===== config.mk =====
export PLATFORM = sky130hd
export DESIGN_NAME = i2cs_status
export DESIGN_NICKNAME = d
export VERILOG_FILES = /design/src/i2cs_pkg.sv /design/src/i2cs_sync.sv /design/src/i2cs_addr_match.sv /design/src/i2cs_status.sv
export SDC_FILE = /design/constraint.sdc
export NUM_CORES = 1
export LEC_CHECK = 0
export ABC_AREA = 1
export BUFFER_PORTS_ARGS = -buffer_cell sky130_fd_sc_hd__buf_2
export CAP_MARGIN = 40
export CORE_MARGIN = 1
export CORE_UTILIZATION = 50
export DETAILED_ROUTE_END_ITERATION = 7
export PLACE_DENSITY = 0.7
export SLEW_MARGIN = 20
export SYNTH_ARGS = -nofsm -noshare
export SYNTH_HDL_FRONTEND = slang
export SYNTH_SLANG_ARGS = --single-unit

===== constraint.sdc =====
create_clock -name clk_sys -period 6.3 [get_ports clk_sys]
set_clock_uncertainty 0.1 [all_clocks]
set_input_delay 0.63 -clock clk_sys [delete_from_list [all_inputs] [get_ports clk_sys]]
set_output_delay 0.63 -clock clk_sys [all_outputs]
set_load 0.1 [all_outputs]

===== src/i2cs_pkg.sv =====
// shared constants for the two-wire status and address-mask block
package i2cs_pkg;
  // register port geometry
  localparam int ADDR_W = 4;
  localparam int DATA_W = 16;
  // register indices
  localparam logic [3:0] REG_STATUS = 4'h0;
  localparam logic [3:0] REG_MASK = 4'h1;
  localparam logic [3:0] REG_CTRL = 4'h2;
  localparam logic [3:0] REG_TXBUF = 4'h3;
  localparam logic [3:0] REG_RXBUF = 4'h4;
  localparam logic [3:0] REG_INT_STAT = 4'h5;
  localparam logic [3:0] REG_INT_MASK = 4'h6;
  localparam logic [3:0] REG_OWN_ADDR = 4'h7;
  // bus_status_flags field positions
  localparam int ST_ACK_RESULT = 15;
  localparam int ST_MTX_BUSY = 14;
  localparam int ST_ACK_WINDOW = 13;
  localparam int ST_BUS_COLL = 10;
  localparam int ST_GEN_CALL = 9;
  localparam int ST_TEN_BIT = 8;
  localparam int ST_WR_COLL = 7;
  localparam int ST_RX_OVF = 6;
  localparam int ST_DATA_ADDR = 5;
  localparam int ST_STOP = 4;
  localparam int ST_START = 3;
  localparam int ST_READ_WRITE = 2;
  localparam int ST_RX_FULL = 1;
  localparam int ST_TX_FULL = 0;
  // control register fields
  localparam int CTRL_TEN_BIT = 10;
  localparam int CTRL_GC_EN = 7;
  // interrupt event positions
  localparam int EV_START = 0;
  localparam int EV_STOP = 1;
  localparam int EV_ADDR_HIT = 2;
  localparam int EV_RX_BYTE = 3;
  localparam int EV_BUS_COLL = 4;
  localparam int EV_WR_COLL = 5;
  localparam int EV_RX_OVF = 6;
  localparam int EV_MACK_END = 7;
  localparam int EV_W = 8;
  // reset values and implemented-bit masks
  localparam logic [15:0] MASK_RST = 16'h0000;
  localparam logic [15:0] CTRL_RST = 16'h0000;
  localparam logic [9:0] OWN_ADDR_RST = 10'h000;
  localparam logic [15:0] MASK_IMPL = 16'h03FF;
  localparam logic [15:0] CTRL_IMPL = 16'h0480;
  // protocol constants
  localparam logic [7:0] GEN_CALL_BYTE = 8'h00;
  localparam logic [4:0] TEN_BIT_PREFIX = 5'h1E;
  localparam logic [3:0] BITS_PER_BYTE = 4'h8;
endpackage


===== src/i2cs_sync.sv =====
// two flip-flop synchroniser for pin inputs
`timescale 1ns/1ps
`default_nettype none
module i2cs_sync #(
  parameter int WIDTH = 2
) (
  // clock and reset
  input wire logic clk_sys,
  input wire logic rst_n,
  // pins in, synchronised copy out
  input wire logic [WIDTH-1:0] pin_in,
  output logic [WIDTH-1:0] pin_sync
);
  logic [WIDTH-1:0] stage1;

  // idle bus level is high, so both stages reset high
  always_ff @(posedge clk_sys or negedge rst_n)
  begin
    if (!rst_n)
    begin
      stage1 <= '1;
      pin_sync <= '1;
    end
    else
    begin
      stage1 <= pin_in;
      pin_sync <= stage1;
    end
  end
endmodule
`default_nettype wire


===== src/i2cs_addr_match.sv =====
// masked comparison of a received address byte against the own address
`timescale 1ns/1ps
`default_nettype none
module i2cs_addr_match (
  // configuration
  input wire logic ten_bit_address_select,
  input wire logic gc_enable,
  input wire logic [9:0] own_slave_address,
  input wire logic [9:0] address_mask_bits,
  // byte under test
  input wire logic [7:0] rx_byte,
  // results
  output logic hit_7,
  output logic hit_10_hi,
  output logic hit_10_lo,
  output logic hit_gc
);
  // a set mask bit removes that position from the compare
  function automatic logic masked_eq(input logic [9:0] a, input logic [9:0] b,
                                     input logic [9:0] m);
    masked_eq = ((a ^ b) & ~m) == 10'h000;
  endfunction

  // 7-bit: mask bit n covers byte bit n+1, only mask bits 6:0 used
  assign hit_7 = !ten_bit_address_select &&
    masked_eq({3'h0, rx_byte[7:1]}, {3'h0, own_slave_address[6:0]},
              {3'h0, address_mask_bits[6:0]});
  // 10-bit: mask bit x covers address bit x
  assign hit_10_hi = ten_bit_address_select &&
    (rx_byte[7:3] == i2cs_pkg::TEN_BIT_PREFIX) &&
    masked_eq({8'h00, rx_byte[2:1]}, {8'h00, own_slave_address[9:8]},
              {8'h00, address_mask_bits[9:8]});
  assign hit_10_lo = ten_bit_address_select &&
    masked_eq({2'h0, rx_byte}, {2'h0, own_slave_address[7:0]},
              {2'h0, address_mask_bits[7:0]});
  assign hit_gc = gc_enable && (rx_byte == i2cs_pkg::GEN_CALL_BYTE);
endmodule
`default_nettype wire


===== src/i2cs_status.sv =====
// status flags, address mask and slave bus monitor of the two-wire controller
// ==========================================================================
// ==========================================================================
//
// The register offsets and the address-and-strobe port were chosen for this implementation.
`timescale 1ns/1ps
`default_nettype none
module i2cs_status (
  // clock and reset
  input wire logic clk_sys,
  input wire logic resetn,
  // register port
  input wire logic [3:0] reg_addr,
  input wire logic [15:0] reg_wdata,
  input wire logic reg_wr,
  input wire logic reg_rd,
  output logic [15:0] reg_rdata,
  // bus pins, sampled only
  input wire logic serial_clock_line,
  input wire logic serial_data_line,
  // master engine events, same clock
  input wire logic master_active,
  input wire logic master_tx_begin,
  input wire logic master_ack_end,
  input wire logic master_ack_nack,
  input wire logic bus_collision_det,
  // transmit shifter
  input wire logic tx_done,
  output logic [7:0] transmit_buffer,
  output logic tx_full,
  // slave state and interrupt
  output logic slave_addressed,
  output logic irq
);
  typedef enum logic [1:0] {
    PH_IDLE = 2'b00,
    PH_ADDR = 2'b01,
    PH_ADDR2 = 2'b10,
    PH_DATA = 2'b11
  } i2cs_phase_t;

  logic rst_meta, rst_n;
  logic scl_s, sda_s, scl_q, sda_q;
  logic scl_rise, scl_fall, start_det, stop_det, byte_done, in_frame, ack_phase;
  logic [3:0] bit_cnt;
  logic [7:0] receive_shift_register, receive_buffer;
  i2cs_phase_t phase;
  logic [15:0] slave_address_mask, ctrl;
  logic [9:0] own_slave_address;
  logic slave_ack_result, master_tx_in_progress, ack_window_flag, bus_collision_flag;
  logic general_call_seen, ten_bit_matched, tx_write_collision, rx_overflow_flag;
  logic data_not_address, stop_seen, start_seen, read_not_write;
  logic rx_buffer_full, tx_buffer_full;
  logic hit_7, hit_10_hi, hit_10_lo, hit_gc, addr_hit, rx_store, tx_busy;
  logic wr_status, wr_txbuf, rd_rxbuf;
  logic [15:0] bus_status_flags;
  logic [i2cs_pkg::EV_W-1:0] int_stat, int_mask, events;

  // ========================================================================
  // reset release
  // ========================================================================
  always_ff @(posedge clk_sys or negedge resetn)
  begin
    if (!resetn)
    begin
      rst_meta <= 1'b0;
      rst_n <= 1'b0;
    end
    else
    begin
      rst_meta <= 1'b1;
      rst_n <= rst_meta;
    end
  end

  // ========================================================================
  // pin sampling and bus conditions
  // ========================================================================
  i2cs_sync #(.WIDTH(2)) u_sync (
    .clk_sys(clk_sys),
    .rst_n(rst_n),
    .pin_in({serial_clock_line, serial_data_line}),
    .pin_sync({scl_s, sda_s})
  );

  always_ff @(posedge clk_sys or negedge rst_n)
  begin
    if (!rst_n)
    begin
      scl_q <= 1'b1;
      sda_q <= 1'b1;
    end
    else
    begin
      scl_q <= scl_s;
      sda_q <= sda_s;
    end
  end

  assign scl_rise = scl_s && !scl_q;
  assign scl_fall = !scl_s && scl_q;
  assign start_det = scl_s && scl_q && sda_q && !sda_s;
  assign stop_det = scl_s && scl_q && !sda_q && sda_s;
  // the 8th falling edge closes a byte; ack_phase stops a second hit
  assign byte_done = in_frame && scl_fall && (bit_cnt == i2cs_pkg::BITS_PER_BYTE) && !ack_phase;

  // bit counter and shifter; a start restarts the count mid-byte
  always_ff @(posedge clk_sys or negedge rst_n)
  begin
    if (!rst_n)
    begin
      in_frame <= 1'b0;
      bit_cnt <= 4'h0;
      ack_phase <= 1'b0;
      receive_shift_register <= 8'h00;
    end
    else if (start_det || stop_det)
    begin
      in_frame <= start_det;
      bit_cnt <= 4'h0;
      ack_phase <= 1'b0;
    end
    else if (in_frame && scl_rise)
    begin
      if (bit_cnt == i2cs_pkg::BITS_PER_BYTE)
      begin
        bit_cnt <= 4'h0;
        ack_phase <= 1'b0;
      end
      else
      begin
        bit_cnt <= bit_cnt + 4'h1;
        receive_shift_register <= {receive_shift_register[6:0], sda_s};
      end
    end
    else if (byte_done)
      ack_phase <= 1'b1;
  end

  // ========================================================================
  // address matching and slave phase
  // ========================================================================
  i2cs_addr_match u_match (
    .ten_bit_address_select(ctrl[i2cs_pkg::CTRL_TEN_BIT]),
    .gc_enable(ctrl[i2cs_pkg::CTRL_GC_EN]),
    .own_slave_address(own_slave_address),
    .address_mask_bits(slave_address_mask[9:0]),
    .rx_byte(receive_shift_register),
    .hit_7(hit_7),
    .hit_10_hi(hit_10_hi),
    .hit_10_lo(hit_10_lo),
    .hit_gc(hit_gc)
  );

  // a ten-bit read after a restart needs only the first byte to match
  always_comb
  begin
    addr_hit = 1'b0;
    if (byte_done && !master_active)
    begin
      unique case (phase)
        PH_ADDR: addr_hit = hit_7 || hit_gc ||
          (hit_10_hi && receive_shift_register[0] && ten_bit_matched);
        PH_ADDR2: addr_hit = hit_10_lo;
        default: addr_hit = 1'b0;
      endcase
    end
  end

  always_ff @(posedge clk_sys or negedge rst_n)
  begin
    if (!rst_n)
      phase <= PH_IDLE;
    else if (stop_det)
      phase <= PH_IDLE;
    else if (start_det)
      phase <= PH_ADDR;
    else if (byte_done && !master_active)
    begin
      unique case (phase)
        PH_IDLE: phase <= PH_IDLE;
        PH_ADDR: phase <= addr_hit ? PH_DATA :
          (hit_10_hi && !receive_shift_register[0]) ? PH_ADDR2 : PH_IDLE;
        PH_ADDR2: phase <= hit_10_lo ? PH_DATA : PH_IDLE;
        PH_DATA: phase <= PH_DATA;
      endcase
    end
  end

  assign slave_addressed = (phase == PH_DATA);
  assign rx_store = byte_done && !master_active && slave_addressed && !read_not_write;

  // ========================================================================
  // register strobes and writable registers
  // ========================================================================
  assign wr_status = reg_wr && (reg_addr == i2cs_pkg::REG_STATUS);
  assign wr_txbuf = reg_wr && (reg_addr == i2cs_pkg::REG_TXBUF);
  assign rd_rxbuf = reg_rd && (reg_addr == i2cs_pkg::REG_RXBUF);
  assign tx_busy = tx_buffer_full || master_tx_in_progress;

  always_ff @(posedge clk_sys or negedge rst_n)
  begin
    if (!rst_n)
    begin
      slave_address_mask <= i2cs_pkg::MASK_RST;
      ctrl <= i2cs_pkg::CTRL_RST;
      own_slave_address <= i2cs_pkg::OWN_ADDR_RST;
      int_mask <= '0;
    end
    else if (reg_wr)
    begin
      if (reg_addr == i2cs_pkg::REG_MASK)
        slave_address_mask <= reg_wdata & i2cs_pkg::MASK_IMPL;
      if (reg_addr == i2cs_pkg::REG_CTRL)
        ctrl <= reg_wdata & i2cs_pkg::CTRL_IMPL;
      if (reg_addr == i2cs_pkg::REG_OWN_ADDR)
        own_slave_address <= reg_wdata[9:0];
      if (reg_addr == i2cs_pkg::REG_INT_MASK)
        int_mask <= reg_wdata[i2cs_pkg::EV_W-1:0];
    end
  end

  // transmit buffer: a write while busy never lands
  always_ff @(posedge clk_sys or negedge rst_n)
  begin
    if (!rst_n)
    begin
      transmit_buffer <= 8'h00;
      tx_buffer_full <= 1'b0;
    end
    else if (wr_txbuf && !tx_busy)
    begin
      transmit_buffer <= reg_wdata[7:0];
      tx_buffer_full <= 1'b1;
    end
    else if (tx_done)
      tx_buffer_full <= 1'b0;
  end
  assign tx_full = tx_buffer_full;

  // receive buffer: a full buffer is kept, the new byte is lost
  always_ff @(posedge clk_sys or negedge rst_n)
  begin
    if (!rst_n)
    begin
      receive_buffer <= 8'h00;
      rx_buffer_full <= 1'b0;
    end
    else if (rx_store && !rx_buffer_full)
    begin
      receive_buffer <= receive_shift_register;
      rx_buffer_full <= 1'b1;
    end
    else if (rd_rxbuf)
      rx_buffer_full <= 1'b0;
  end

  // ========================================================================
  // status flags; hardware set wins over a software clear in the same cycle
  // ========================================================================
  always_ff @(posedge clk_sys or negedge rst_n)
  begin
    if (!rst_n)
    begin
      slave_ack_result <= 1'b0;
      master_tx_in_progress <= 1'b0;
    end
    else
    begin
      if (master_ack_end)
        slave_ack_result <= master_ack_nack;
      if (master_ack_end)
        master_tx_in_progress <= 1'b0;
      else if (master_tx_begin)
        master_tx_in_progress <= 1'b1;
    end
  end

  always_ff @(posedge clk_sys or negedge rst_n)
  begin
    if (!rst_n)
      ack_window_flag <= 1'b0;
    else if (byte_done && !master_active)
      ack_window_flag <= 1'b1;
    else if ((in_frame && scl_rise && bit_cnt == i2cs_pkg::BITS_PER_BYTE) || start_det || stop_det)
      ack_window_flag <= 1'b0;
  end

  // software-clearable flags: written 0 clears, written 1 is ignored
  always_ff @(posedge clk_sys or negedge rst_n)
  begin
    if (!rst_n)
    begin
      bus_collision_flag <= 1'b0;
      tx_write_collision <= 1'b0;
      rx_overflow_flag <= 1'b0;
    end
    else
    begin
      if (bus_collision_det)
        bus_collision_flag <= 1'b1;
      else if (wr_status && !reg_wdata[i2cs_pkg::ST_BUS_COLL])
        bus_collision_flag <= 1'b0;
      if (wr_txbuf && tx_busy)
        tx_write_collision <= 1'b1;
      else if (wr_status && !reg_wdata[i2cs_pkg::ST_WR_COLL])
        tx_write_collision <= 1'b0;
      if (rx_store && rx_buffer_full)
        rx_overflow_flag <= 1'b1;
      else if (wr_status && !reg_wdata[i2cs_pkg::ST_RX_OVF])
        rx_overflow_flag <= 1'b0;
    end
  end

  always_ff @(posedge clk_sys or negedge rst_n)
  begin
    if (!rst_n)
    begin
      start_seen <= 1'b0;
      stop_seen <= 1'b0;
    end
    else if (start_det)
    begin
      start_seen <= 1'b1;
      stop_seen <= 1'b0;
    end
    else if (stop_det)
    begin
      start_seen <= 1'b0;
      stop_seen <= 1'b1;
    end
    else if (wr_status)
    begin
      start_seen <= start_seen && reg_wdata[i2cs_pkg::ST_START];
      stop_seen <= stop_seen && reg_wdata[i2cs_pkg::ST_STOP];
    end
  end

  always_ff @(posedge clk_sys or negedge rst_n)
  begin
    if (!rst_n)
    begin
      general_call_seen <= 1'b0;
      ten_bit_matched <= 1'b0;
      data_not_address <= 1'b0;
      read_not_write <= 1'b0;
    end
    else if (stop_det)
    begin
      general_call_seen <= 1'b0;
      ten_bit_matched <= 1'b0;
    end
    else if (addr_hit)
    begin
      data_not_address <= 1'b0;
      if (phase == PH_ADDR2)
        ten_bit_matched <= 1'b1;
      // a second ten-bit byte only follows a first byte that asked for a write
      read_not_write <= (phase != PH_ADDR2) && receive_shift_register[0];
      if (phase == PH_ADDR && hit_gc)
        general_call_seen <= 1'b1;
    end
    else if (byte_done && slave_addressed && !master_active)
      data_not_address <= 1'b1;
  end

  assign bus_status_flags = {slave_ack_result, master_tx_in_progress, ack_window_flag,
    2'b00, bus_collision_flag, general_call_seen, ten_bit_matched, tx_write_collision,
    rx_overflow_flag, data_not_address, stop_seen, start_seen, read_not_write,
    rx_buffer_full, tx_buffer_full};

  // ========================================================================
  // interrupt: sticky events, write one to clear, set wins
  // ========================================================================
  always_comb
  begin
    events = '0;
    events[i2cs_pkg::EV_START] = start_det;
    events[i2cs_pkg::EV_STOP] = stop_det;
    events[i2cs_pkg::EV_ADDR_HIT] = addr_hit;
    events[i2cs_pkg::EV_RX_BYTE] = rx_store && !rx_buffer_full;
    events[i2cs_pkg::EV_BUS_COLL] = bus_collision_det;
    events[i2cs_pkg::EV_WR_COLL] = wr_txbuf && tx_busy;
    events[i2cs_pkg::EV_RX_OVF] = rx_store && rx_buffer_full;
    events[i2cs_pkg::EV_MACK_END] = master_ack_end;
  end

  always_ff @(posedge clk_sys or negedge rst_n)
  begin
    if (!rst_n)
      int_stat <= '0;
    else if (reg_wr && reg_addr == i2cs_pkg::REG_INT_STAT)
      int_stat <= (int_stat & ~reg_wdata[i2cs_pkg::EV_W-1:0]) | events;
    else
      int_stat <= int_stat | events;
  end
  assign irq = |(int_stat & int_mask);

  // ========================================================================
  // read data, valid the cycle after the strobe; unmapped reads as zero
  // ========================================================================
  always_ff @(posedge clk_sys or negedge rst_n)
  begin
    if (!rst_n)
      reg_rdata <= 16'h0000;
    else if (reg_rd)
    begin
      unique case (reg_addr)
        i2cs_pkg::REG_STATUS: reg_rdata <= bus_status_flags;
        i2cs_pkg::REG_MASK: reg_rdata <= slave_address_mask;
        i2cs_pkg::REG_CTRL: reg_rdata <= ctrl;
        i2cs_pkg::REG_TXBUF: reg_rdata <= {8'h00, transmit_buffer};
        i2cs_pkg::REG_RXBUF: reg_rdata <= {8'h00, receive_buffer};
        i2cs_pkg::REG_INT_STAT: reg_rdata <= {8'h00, int_stat};
        i2cs_pkg::REG_INT_MASK: reg_rdata <= {8'h00, int_mask};
        i2cs_pkg::REG_OWN_ADDR: reg_rdata <= {6'h00, own_slave_address};
        default: reg_rdata <= 16'h0000;
      endcase
    end
    else
      reg_rdata <= 16'h0000;
  end
endmodule
`default_nettype wire


* After elaboration in Yosys (flattened, before gate mapping)
Cells that the tools add are included.
** Operators by class
- Mux-type cells :: 47
- Eq/ne operators :: 14
- Reduce and logical (&&, ||, !) cells :: 92
- Bitwise logic cells :: 17
- $add $sub $neg :: 1
** Operator list (count)
- 16-bit case mux with 8 select lines :: 1
- 1-bit logical AND :: 40
- 1-bit 2-to-1 mux :: 33
- 10-bit AND :: 3
- 10-bit logical NOT :: 3
- 2-bit nonzero test :: 12
- 2-bit AND reduction :: 9
- 8-bit AND :: 2
- 4-bit by 3-bit == test with 1-bit output (second input constant) :: 4
- 16-bit 2-to-1 mux :: 1
- 8-bit bitwise OR :: 2
- 1-bit logical NOT :: 14
- 2-bit 2-to-1 mux :: 6
- 4-bit 2-to-1 mux :: 3
- 2-bit inverter with 10-bit output :: 1
- 7-bit inverter with 10-bit output :: 1
- 8-bit inverter with 10-bit output :: 1
- 3-bit nonzero test :: 3
- 4-bit by 2-bit == test with 1-bit output (second input constant) :: 2
- 8-bit logical NOT :: 1
- 8-bit 2-to-1 mux :: 1
- 8-bit inverter :: 1
- 2-bit case mux with 4 select lines :: 1
- 8-bit OR reduction :: 1
- other kinds (17) :: 25
** Word-level totals
- Output and inout bits :: 27
- Input port bits :: 32
- Word-level logic and storage cells :: 204
- Register bits after elaboration :: 108

* Longest topological paths before layout
Gate-level depths: netlist of run 1.
- Depth after elaboration :: 14
- Mapped depth :: 15
- Mapped depth without buffers :: 15

* Hierarchy
A second synthesis of run 1 with hierarchy kept.
** Second synthesis, totals
- Cell total of the unflattened synthesis :: 603
- Area, all modules :: 4997.3 sq um
** By module, submodules not included
- i2cs_status :: times used 1, sequential area each 2555.0 sq um, area each 4496.8 sq um, cells each 510
- i2cs_addr_match :: times used 1, sequential area each 0.0 sq um, area each 395.4 sq um, cells each 89
- i2cs_sync :: times used 1, sequential area each 105.1 sq um, area each 105.1 sq um, cells each 4

* Worst setup path before layout of run 1
Ideal clock, no wire load.
- Path kind :: register to register
- Start point :: register phase[0]
- End point :: register receive_buffer[3]
- Data required time :: 6.126 ns
- Buffers on the path :: 1
- Data arrival time :: 1.944 ns
- Period minus slack after synthesis :: 2.118 ns
- Setup slack :: 4.182 ns
- Library setup time :: 0.074 ns
- Cell stages (with the launch flop) :: 7
- Path through :: dfrtp_1 -> ha_1 -> inv_1 -> nor2_4 -> nand3_4 -> buf_6 -> o21ai_2
** On the way
- Longest elaborated chain between the ends :: 4
** Ends and longest elaborated chain
- start, declared :: line i2cs_status.sv:47 : i2cs_phase_t phase;
- start signal, assigned :: line i2cs_status.sv:182 : PH_ADDR: phase <= addr_hit ? PH_DATA :
- start signal, assigned :: line i2cs_status.sv:184 : PH_ADDR2: phase <= hit_10_lo ? PH_DATA : PH_IDLE;
- 2-bit == test :: line i2cs_status.sv:190 : assign slave_addressed = (phase == PH_DATA);
- net slave_addressed :: line i2cs_status.sv:32 : output logic slave_addressed,
- 1-bit logical AND (2 in a row) :: line i2cs_status.sv:191 : assign rx_store = byte_done && !master_active && slave_addressed && !read_not_write;
- 1-bit logical AND :: line i2cs_status.sv:249 : else if (rx_store && !rx_buffer_full)
- end signal, assigned :: line i2cs_status.sv:251 : receive_buffer <= receive_shift_register;
- end, declared :: line i2cs_status.sv:46 : logic [7:0] receive_shift_register, receive_buffer;
The timed path passes the listed nets, and every way through them passes these cells.
A chain may end at the register's enable or synchronous reset.

* Final worst setup path of run 1
- Start point :: register int_mask[7] (netlist bit)
- End point :: output irq
** On the way
- Longest elaborated chain between the ends :: 2
** Ends and longest elaborated chain
- start, declared :: line i2cs_status.sv:57 : logic [i2cs_pkg::EV_W-1:0] int_stat, int_mask, events;
- start signal, assigned :: line i2cs_status.sv:219 : int_mask <= reg_wdata[i2cs_pkg::EV_W-1:0];
- 8-bit AND :: line i2cs_status.sv:397 : assign irq = |(int_stat & int_mask);
- 8-bit OR reduction :: line i2cs_status.sv:397
- end, declared :: line i2cs_status.sv:33 : output logic irq
Every way passes these cells.

==> run summary, run 1 <==
CTS Buf Count - 9
Max_cap viols - 0
Worst R2R Path Depth - 12
CP max FO - 2
Fill cell count - 905
RSZ-0062 raised after global routing - no
Worst vdd rail ir drop - 0.000148 V
CTS H-tree lvls - 3
Area growth from synthesis to layout - 11.8%
RR Endpoint - receive_buffer[5]
Slew headroom - 56.8%
Largest net degree at the start of global routing - 66
Worst setup EP type - primary output
Critical path endpoint - irq
Fraction of the cycle the final worst path needs - 37.6%
Slew Viols, Final - 0
Clock latency on the worst-skew pair - 0.38 ns
DIE AREA - 0.0102 sq mm
Initial core utilization - 52.4%
Worst hold path type - flip-flop to async pin
GRT Total Usage - 25.6%
Outcome - finished clean
YS warnings - 0
Final Instance Area - 0.00549 sq mm
Count leader, synth - nand2_1
Number of synthesized register bits - 106
Die Wd - 101 um
Share of the synthesized area in the top cell type - 51.0%
Synth area leader - dfrtp_1
Post-Syn Instances - 584
Clk root buf - clkbuf_8
Syn avg cell area - 8.40 sq um
Initial antenna violation count - 0
Sequential area share after synthesis - 54.2%
Power per cell area - 314 mW/mm^2
Core box area - 0.00937 sq mm
Synth top cells by count - nand2_1 (161), dfrtp_1 (100), inv_1 (87)
Fmax - 422 MHz
Post-synth EDFFs - 0
Synth area leaders - dfrtp_1 (51%), nand2_1 (12%), o21ai_0 (8.4%), inv_1 (6.7%), dfstp_2 (3.2%)
Routed Antenna Nets - 0
Port Buf Inserts - 51
Antenna cells - 0
Met3 wire length - 842 um
Clock Tree Buf Depth - 2
CTS sink count - 106
Clk slew on worst S/H paths - 0.10 ns
Pleak - 0.00280 uW
Final Hold Fails - 0
Drt first pass iters - 5
Post-route setup TNS - 0 ns
Wirelength, routed - 11,900 um
WP data arrival - 1.64 ns
Vias in the first global route - 3,986
First-pass GRT wire length - 19,600 um
Die height - 101 um
Final Wtd Congestion - 0.922
DRT iter0 DRCs - 292
Vias post-DR - 4,104
M1 WL - 5110 um
Placed Area - 0.00528 sq mm
R2R Path Start - bit_cnt[0]
Top FF cell, synth - dfrtp_1
Crit-path slowest cell - buf_2
Io pins - 59
Crit Path Class - flip-flop to primary output
Crit path required time - 5.57 ns
Grt ovf - 0
Final setup vio count - 0
Worst-path cell chain - inv_1 -> o21ai_0 -> a221oi_1 -> nand2_1 -> buf_2
CP max stage delay - 0.42 ns
Met2 WL - 5740 um
Final HPWL DP - 8920 um
Post-Syn Area - 0.00491 sq mm
Fin nets - 677
Worst setup startpoint - int_mask[7]
Worst Tran Pin Value - 0.647 ns
Synth async-reset ratio - 100%
FF-to-FF setup slack - 4.14 ns
Top routing layer used - met4
Post-synth cell types - 40
Via density - 5.31
Rows - 35
CP Launch Type - flip-flop
Residual DRC - 0
Period minus WS final - 2.37 ns
Share of layout cells above drive strength 1 - 14.1%
CTS tree - yes
Drt wl/cell - 15.4 um
Post_cts resized - 0
-- worst max-delay path, delay by kind of cell, from the launching register on --
| family | cells | cell delay (ns) |
|---|---|---|
| flip-flops | 1 | 0.36 |
| AND/OR/NAND/NOR | 1 | 0.08 |
| buffers and inverters | 2 | 0.47 |
| AO/OA/AOI/OAI | 2 | 0.35 |
-- repair_timing --
action | 4_1_cts | 5_1_grt
buffers inserted | 0 | 0
endpoints found under the setup margin | 0 | 0
hold buffers | 1 | 0
hold endpoints to repair | 2 | 0
-- layout by cell type, fill, tap and decap left out, types with 4 or more instances in the layout --
master,instances
a21oi_1,20
a221oi_1,9
buf_2,51
clkbuf_8,9
dfrtp_1,99
dfstp_2,6
ha_1,6
inv_1,87
nand2_1,161
nand3_1,21
nand4_1,4
nor2_1,32
o21ai_0,82
o21ai_2,8
o22ai_1,6
-- flip-flops by register name, summed over array words and instances (netlist names), 2 cells and up --
| name | count |
|---|---|
| receive_buffer | 8 |
| receive_shift_register | 8 |
| u_sync.stage1 | 2 |
| ctrl | 2 |
| transmit_buffer | 8 |
| int_stat | 8 |
| own_slave_address | 10 |
| u_sync.pin_sync | 2 |
| slave_address_mask | 10 |
| int_mask | 8 |
| reg_rdata | 14 |
| phase | 2 |
| bit_cnt | 4 |
-- per-stage QoR --
step / util [%] / hold slack [ns] / power [uW] / setup slack [ns] / instances
after floorplan: - / 0.231 / 1220 / 3.04 / 585
after global placement: 56.4 / 0.225 / 1330 / 3.97 / 755
after detailed placement: 56.4 / 0.228 / 1350 / 3.92 / 755
after CTS: 58.4 / 0.226 / 1730 / 3.93 / 772
after global routing: 58.6 / 0.220 / 1830 / 3.84 / 773
final: 58.6 / 0.217 / 1730 / 3.93 / 773
-- power breakdown --
part | switching [uW] | internal, uW | leakage [uW]
logic | 333 | 122 | 0.00137
clock network | 239 | 147 | 0.0000795
registers | 104 | 781 | 0.00135
-- final cells by class --
type / instances / area (sq um) / share of cell area [%]
flip-flops and latches: 106 / 2660 / 48.5
multi-input cells: 380 / 1860 / 34.0
inverters: 88 / 330 / 6.02
repair buffers: 54 / 293 / 5.33
well taps: 129 / 161 / 2.94
clock buffers: 10 / 128 / 2.33
clock inverters: 6 / 48.8 / 0.889
-- cell families after synthesis --
family,synth area share (%)
flops,54.2
xor+xnor,0.357
other cells,0.153
buf+inv,7.90
compound gates,16.3
fa+ha+maj,1.53
simple gates,19.6
-- worst min-delay path by stage --
stage	end	from	slack, ns
CTS	u_sync.stage1[0]	serial_data_line	0.23
global placement	transmit_buffer[2]	rst_n	0.23
floorplan	rst_meta	resetn	0.23
detailed placement	transmit_buffer[2]	rst_n	0.23
global route	u_sync.stage1[1]	serial_clock_line	0.22
finish	transmit_buffer[2]	rst_n	0.22
-- metal layers --
metal	up-vias	GRT usage [%]
met1	1949	33.1
met5	-	0
met3	21	6.10
li1	1989	-
met2	145	41.9
met4	0	9.36
No activity file was read; power rests on OpenSTA's default activity.
==> run 2, diff against run 1 <==
- clock period: 6.3 -> 2.35 ns (I/O delays scaled with it)
==> run summary, run 2 (synthesized netlist as in run 1, its figures left out) <==
Crit-path slowest cell - dfrtp_1
Fraction of the cycle the final worst path needs - 90.6%
Clk slew on worst S/H paths - 0.10 ns (about the same)
Grt ovf - 0 (unchanged)
Rows - 35 (unchanged)
Final Instance Area - 0.00563 sq mm (+2.6%)
Slew Viols, Final - 0 (unchanged)
Max_cap viols - 0 (unchanged)
Core box area - 0.00937 sq mm (unchanged)
GRT Total Usage - 26.0% (+0.41 points)
Drt first pass iters - 5 (unchanged)
Power per cell area - 825 mW/mm^2 (+160%)
Final core utilization - 60.1% (+1.5 points)
Clock Tree Buf Depth - 2 (unchanged)
Worst setup EP type - flip-flop
RSZ-0062 raised after global routing - no
Drt wl/cell - 15.4 um (-0.61%)
Outcome - finished clean
CP Launch Type - flip-flop
Largest regs - reg_rdata (14), own_slave_address (10), slave_address_mask (10)
Register area - 0.00266 sq mm (unchanged)
Area growth from synthesis to layout - 14.8%
First-pass GRT wire length - 19,700 um (+0.63%)
CTS sink count - 106 (unchanged)
Final Wtd Congestion - 0.964 (+4.5%)
Multi-input gate area - 0.00186 sq mm (unchanged)
Worst hold path type - primary input to flip-flop
Post-CTS Hold Fix Bufs - 10 (+9)
CTS Buf Count - 9 (unchanged)
Via density - 5.25 (-1.0%)
Final HPWL DP - 9060 um (+1.6%)
Residual DRC - 0 (unchanged)
Placed Area - 0.00535 sq mm (+1.3%)
Most frequent cells in the layout - nand2_1 (161), dfrtp_1 (99), inv_1 (87), o21ai_0 (82), buf_2 (51)
Port Buf Inserts - 51 (unchanged)
Worst-path cell chain - inv_1 -> ha_1 -> nand2_1 -> nor2_2 -> nand4_2 -> nor2_1 -> inv_1 -> or2_4 -> nor2_4 -> nand3_4 -> nand2_1 -> o21ai_2
Postcts setup bufs - 0 (unchanged)
Fill cell count - 868 (-4.1%)
Largest register FFs - 14 (unchanged)
CTS tree - yes
Final non-filler cell total - 787 (+1.8%)
Io pins - 59 (unchanged)
Period minus WS final - 2.13 ns
Crit Path Class - flip-flop to flip-flop
DIE AREA - 0.0102 sq mm (unchanged)
Clock latency on the worst-skew pair - 0.38 ns (about the same)
WP data arrival - 2.30 ns (+0.66 ns)
Pleak - 0.00287 uW (+2.7%)
Initial antenna violation count - 0 (unchanged)
Fmax - 470 MHz
Post_cts resized - 0 (unchanged)
Commonest non-fill, non-tap cell in the layout - nand2_1
Worst Tran Pin Value - 0.700 ns (+0.0526 ns)
CP max stage delay - 0.43 ns (about the same)
Final setup vio count - 0 (unchanged)
Worst vdd rail ir drop - 0.000442 V (+200%)
Post-route setup TNS - 0 ns (unchanged)
Routed Antenna Nets - 0 (unchanged)
Clk root buf - clkbuf_8
Largest net degree at the start of global routing - 52 (-21%)
CP max FO - 18 (+16)
Die height - 101 um (unchanged)
Cells after DPL - 761 (+0.79%)
Die Wd - 101 um (unchanged)
Final Hold Fails - 0 (unchanged)
Crit path required time - 2.52 ns (-3.05 ns)
Vias in the first global route - 3,920 (-1.7%)
Wirelength, routed - 12,100 um (+1.2%)
Slew headroom - 53.4% (-3.4 points)
CTS H-tree lvls - 3 (unchanged)
Initial core utilization - 52.4% (unchanged)
DRT iter0 DRCs - 280 (-4.1%)
Top reg by flops - reg_rdata
Antenna cells - 0 (unchanged)
Vias post-DR - 4,135 (+0.76%)
Fin nets - 691 (+2.1%)
Share of layout cells above drive strength 1 - 14.7% (+0.61 points)
==> run 2: cell types whose count changed in the layout (fill, tap and decap cells not counted), sizes merged <==
cell / change
inv: -2
clkinvlp: -1
buf: +5
dlygate4sd3: +9
clkinv: +3
==> run 2: worst max-delay path: cells and delay by family, from the launching register on <==
| family | cells | cell delay, ns |
|---|---|---|
| buffers and inverters | 2 | 0.11 |
| adder cells (fa/ha/maj) | 1 | 0.14 |
| AND/OR/NAND/NOR | 8 | 1.17 |
| flip-flops | 1 | 0.43 |
| AO/OA/AOI/OAI | 1 | 0.06 |
==> run 2: per-stage QoR <==
step / hold slack (ns) / total power, uW / worst slack [ns]
after floorplan: -0.161 / 3280 / 0.232
after global placement: -0.0803 / 3580 / 0.272
after detailed placement: -0.0785 / 3620 / 0.246
after CTS: 0.00686 / 4670 / 0.219
after global routing: 0.0273 / 4930 / 0.0526
final: 0.0144 / 4650 / 0.220
==> run 2: cell type report <==
type	count	area share, %
clock buffer	10	2.44
clock inverter	6	0.755
inverter	88	5.86
multi-input combinational	380	33.1
sequential	106	47.3
tap	129	2.87
timing repair buffer	68	7.69
==> run 2: layer usage <==
layer	track usage, %	vias to the layer above	part of all wire [%]
met5	0	-	0
met4	11.0	0	2.9
met3	4.58	26	5.5
met2	41.8	155	47
met1	34.8	1932	45
li1	-	2022	-
==> run 2: power by group <==
| group | leakage, uW | switching (uW) | internal, uW |
|---|---|---|---|
| Sequential | 0.00135 | 283 | 2090 |
| Clock | 0.0000882 | 627 | 414 |
| Combinational | 0.00144 | 889 | 341 |
==> run 2: final timing paths <==
kind / from / to / slack (ns) / depth (start not counted)
max: bit_cnt[0] / receive_buffer[2] / 0.22 / 12
min: reg_wdata[9] / own_slave_address[9] / 0.01 / 3
max reg2reg: bit_cnt[0] / receive_buffer[2] / 0.22 / 12
min reg2reg: u_sync.stage1[0] / u_sync.pin_sync[0] / 0.26 / 0
max in group asynchronous: rst_n / slave_ack_result / 1.25 / 1
min in group asynchronous: resetn / rst_n / 0.06 / 2
==> run 3, diff against run 2 <==
- ABC_AREA: 1 -> not set
- clock period: 2.35 -> 2 ns (I/O delays scaled with it)
==> run summary, run 3 <==
Commonest non-fill, non-tap cell in the layout - dfrtp_1
CTS H-tree lvls - 3 (unchanged)
GRT busiest layer - met2
Synth top cells by count - dfrtp_1 (100), mux2_2 (59), nand2_1 (42)
GRT Total Usage - 26.8% (+0.82 points)
Synth area leader - dfrtp_1
Final Instance Area - 0.00627 sq mm (+11%)
Fill cell count - 796 (-8.3%)
Share of the synthesized area in the top cell type - 49.9% (-1.0 points)
Final setup vio count - 9 (+9)
Top reg by flops - reg_rdata
Port Buf Inserts - 51 (unchanged)
Placed Area - 0.00578 sq mm (+8.1%)
Worst setup startpoint - bit_cnt[0]
CP Launch Type - flip-flop
Worst vdd rail ir drop - 0.000708 V (+60%)
Post-Syn Instances - 434 (-26%)
Crit path required time - 2.15 ns (-0.37 ns)
DIE AREA - 0.0104 sq mm (+2.0%)
Post-synth EDFFs - 0 (unchanged)
Initial core utilization - 51.5% (-0.87 points)
YS warnings - 0 (unchanged)
Largest regs - reg_rdata (14), own_slave_address (10), slave_address_mask (10)
CTS Buf Count - 9 (unchanged)
Clk root buf - clkbuf_8
Setup slack after layout - -0.0668 ns (-0.287 ns)
Fmax - 484 MHz (+3.0%)
Period minus WS final - 2.07 ns (-0.0629 ns)
Grt ovf - 0 (unchanged)
Worst setup EP type - flip-flop
Count leader, synth - dfrtp_1
Register area - 0.00267 sq mm (+0.24%)
Total power - 6130 uW (+32%)
Final core utilization - 64.5% (+4.3 points)
CTS tree - yes
Wirelength, routed - 13,100 um (+8.5%)
M2 GR Usage - 43.5% (+1.8 points)
Slew Viols, Final - 0 (unchanged)
Most frequent cells in the layout - dfrtp_1 (94), mux2_2 (56), buf_4 (55), buf_2 (51), nand2_1 (40)
Initial antenna violation count - 0 (unchanged)
DRT iter0 DRCs - 208 (-26%)
Io pins - 59 (unchanged)
Largest net degree at the start of global routing - 43 (-17%)
Top FF cell, synth - dfrtp_1
Drt first pass iters - 5 (unchanged)
Synth area leaders - dfrtp_1 (50%), mux2_2 (13%), dfstp_2 (3.1%), nand2_1 (3.1%), xnor2_1 (3.1%)
Crit Path Class - flip-flop to flip-flop
Antenna cells - 0 (unchanged)
Post-Syn Area - 0.00501 sq mm (+2.1%)
Rows - 36 (+2.9%)
Routed Antenna Nets - 0 (unchanged)
Core box area - 0.00973 sq mm (+3.8%)
Drt wl/cell - 19.1 um (+25%)
Via density - 5.62 (+7.0%)
Outcome - finished with violations
WP data arrival - 2.22 ns (-0.08 ns)
Clock latency on the worst-skew pair - 0.36 ns (-0.02 ns)
Vias in the first global route - 3,911 (-0.23%)
Post-synth cell types - 53 (+33%)
CTS sink count - 106 (unchanged)
Synth async-reset ratio - 100% (unchanged)
Vias post-DR - 3,850 (-6.9%)
Share of layout cells above drive strength 1 - 40.6% (+26 points)
Clock Tree Buf Depth - 2 (unchanged)
Met1 Use GR - 36.0% (+1.2 points)
Fraction of the cycle the final worst path needs - 103% (+13 points)
Slew headroom - 62.8% (+9.4 points)
Multi-input gate area - 0.00234 sq mm (+26%)
Power per cell area - 978 mW/mm^2 (+19%)
Syn avg cell area - 11.5 sq um (+37%)
Largest register FFs - 14 (unchanged)
Die Wd - 102 um (+1.0%)
Max_cap viols - 0 (unchanged)
Final HPWL DP - 9620 um (+6.3%)
Pleak - 0.00295 uW (+2.6%)
Min-delay src - reg_wdata[0]
Fin nets - 585 (-15%)
R2R Path Start - bit_cnt[0]
RSZ-0062 raised after global routing - yes
Area growth from synthesis to layout - 25.1%
Worst Tran Pin Value - 0.559 ns (-0.141 ns)
Worst hold path type - primary input to flip-flop
Failing checks - setup timing
Die height - 102 um (+1.0%)
Sequential area share after synthesis - 53.1% (-1.1 points)
Residual DRC - 0 (unchanged)
Met3 usage - 4.31% (-0.27 points)
CP max FO - 10 (-8)
Clk slew on worst S/H paths - 0.10 ns (about the same)
Final Hold Fails - 0 (unchanged)
Number of synthesized register bits - 106 (unchanged)
First-pass GRT wire length - 20,600 um (+4.3%)
Final Wtd Congestion - 0.920 (-4.6%)
## run 3: final cells by class
cell class	instances	area share, %
sequential	106	42.6
multi-input combinational	301	37.4
timing repair buffer	122	14.0
tap	133	2.65
clock buffer	11	2.09
clock inverter	5	0.898
inverter	7	0.419
## run 3: per-stage QoR
stage	instances	hold slack [ns]	setup TNS, ns	setup slack, ns
2_1_floorplan	435	-0.196	-1.12	-0.139
3_3_place_gp	648	-0.115	-0.856	-0.100
3_5_place_dp	648	-0.113	-1.92	-0.203
4_1_cts	681	0.00327	-0.593	-0.0763
5_1_grt	685	0.0122	-1.28	-0.152
6_report	685	0.0155	-0.467	-0.0668
## run 3: final timing paths
kind / to / slack, ns / cells after the start
worst max register to register: receive_buffer[2] / -0.07 / 8
min in group asynchronous: rst_n / 0.03 / 2
worst max-delay path: receive_buffer[2] / -0.07 / 8
worst min register to register: int_mask[1] / 0.23 / 0
worst min-delay path: transmit_buffer[0] / 0.02 / 2
max in group asynchronous: u_sync.pin_sync[0] / 0.90 / 1
## run 3: where the power goes
| part | switching (uW) | internal [uW] |
|---|---|---|
| sequential | 376 | 2470 |
| combinational | 1110 | 882 |
| clock | 719 | 579 |
| total | 2200 | 3930 |
## run 3: cells by family after synthesis
| family | synth area share [%] |
|---|---|
| AOI/OAI and AO/OA | 10.1 |
| xor gates and xnor gates | 3.15 |
| adders and majority gates | 1.50 |
| buffers and inverters | 2.50 |
| DFF | 53.1 |
| muxes | 17.1 |
| other | 0.150 |
| and+or+nand+nor | 12.4 |
## run 3: worst max-delay path, cell delays in order, from the launching register on
cell and delay, ns:
dfrtp_1 0.41, inv_2 0.09, ha_4 0.14, nand3b_4 0.08, nor4b_4 0.32, nand2_2 0.14, nor3_4 0.17, buf_12 0.16
mux2_2 0.33
## run 3: routing by layer
metal  vias up  wire length (um)
li1       1770                 -
met1      1916              5640
met2       146              6400
met3        18               760
met4         0               309
met5         -                 0
## run 3: repair_timing
action	in CTS	in global routing
buffers inserted	7	4
hold buffers	11	0
gates cloned	0	0
pin swaps	5	10
gates resized for setup	12	16
setup endpoints to repair	11	14
hold endpoints to repair	15	0
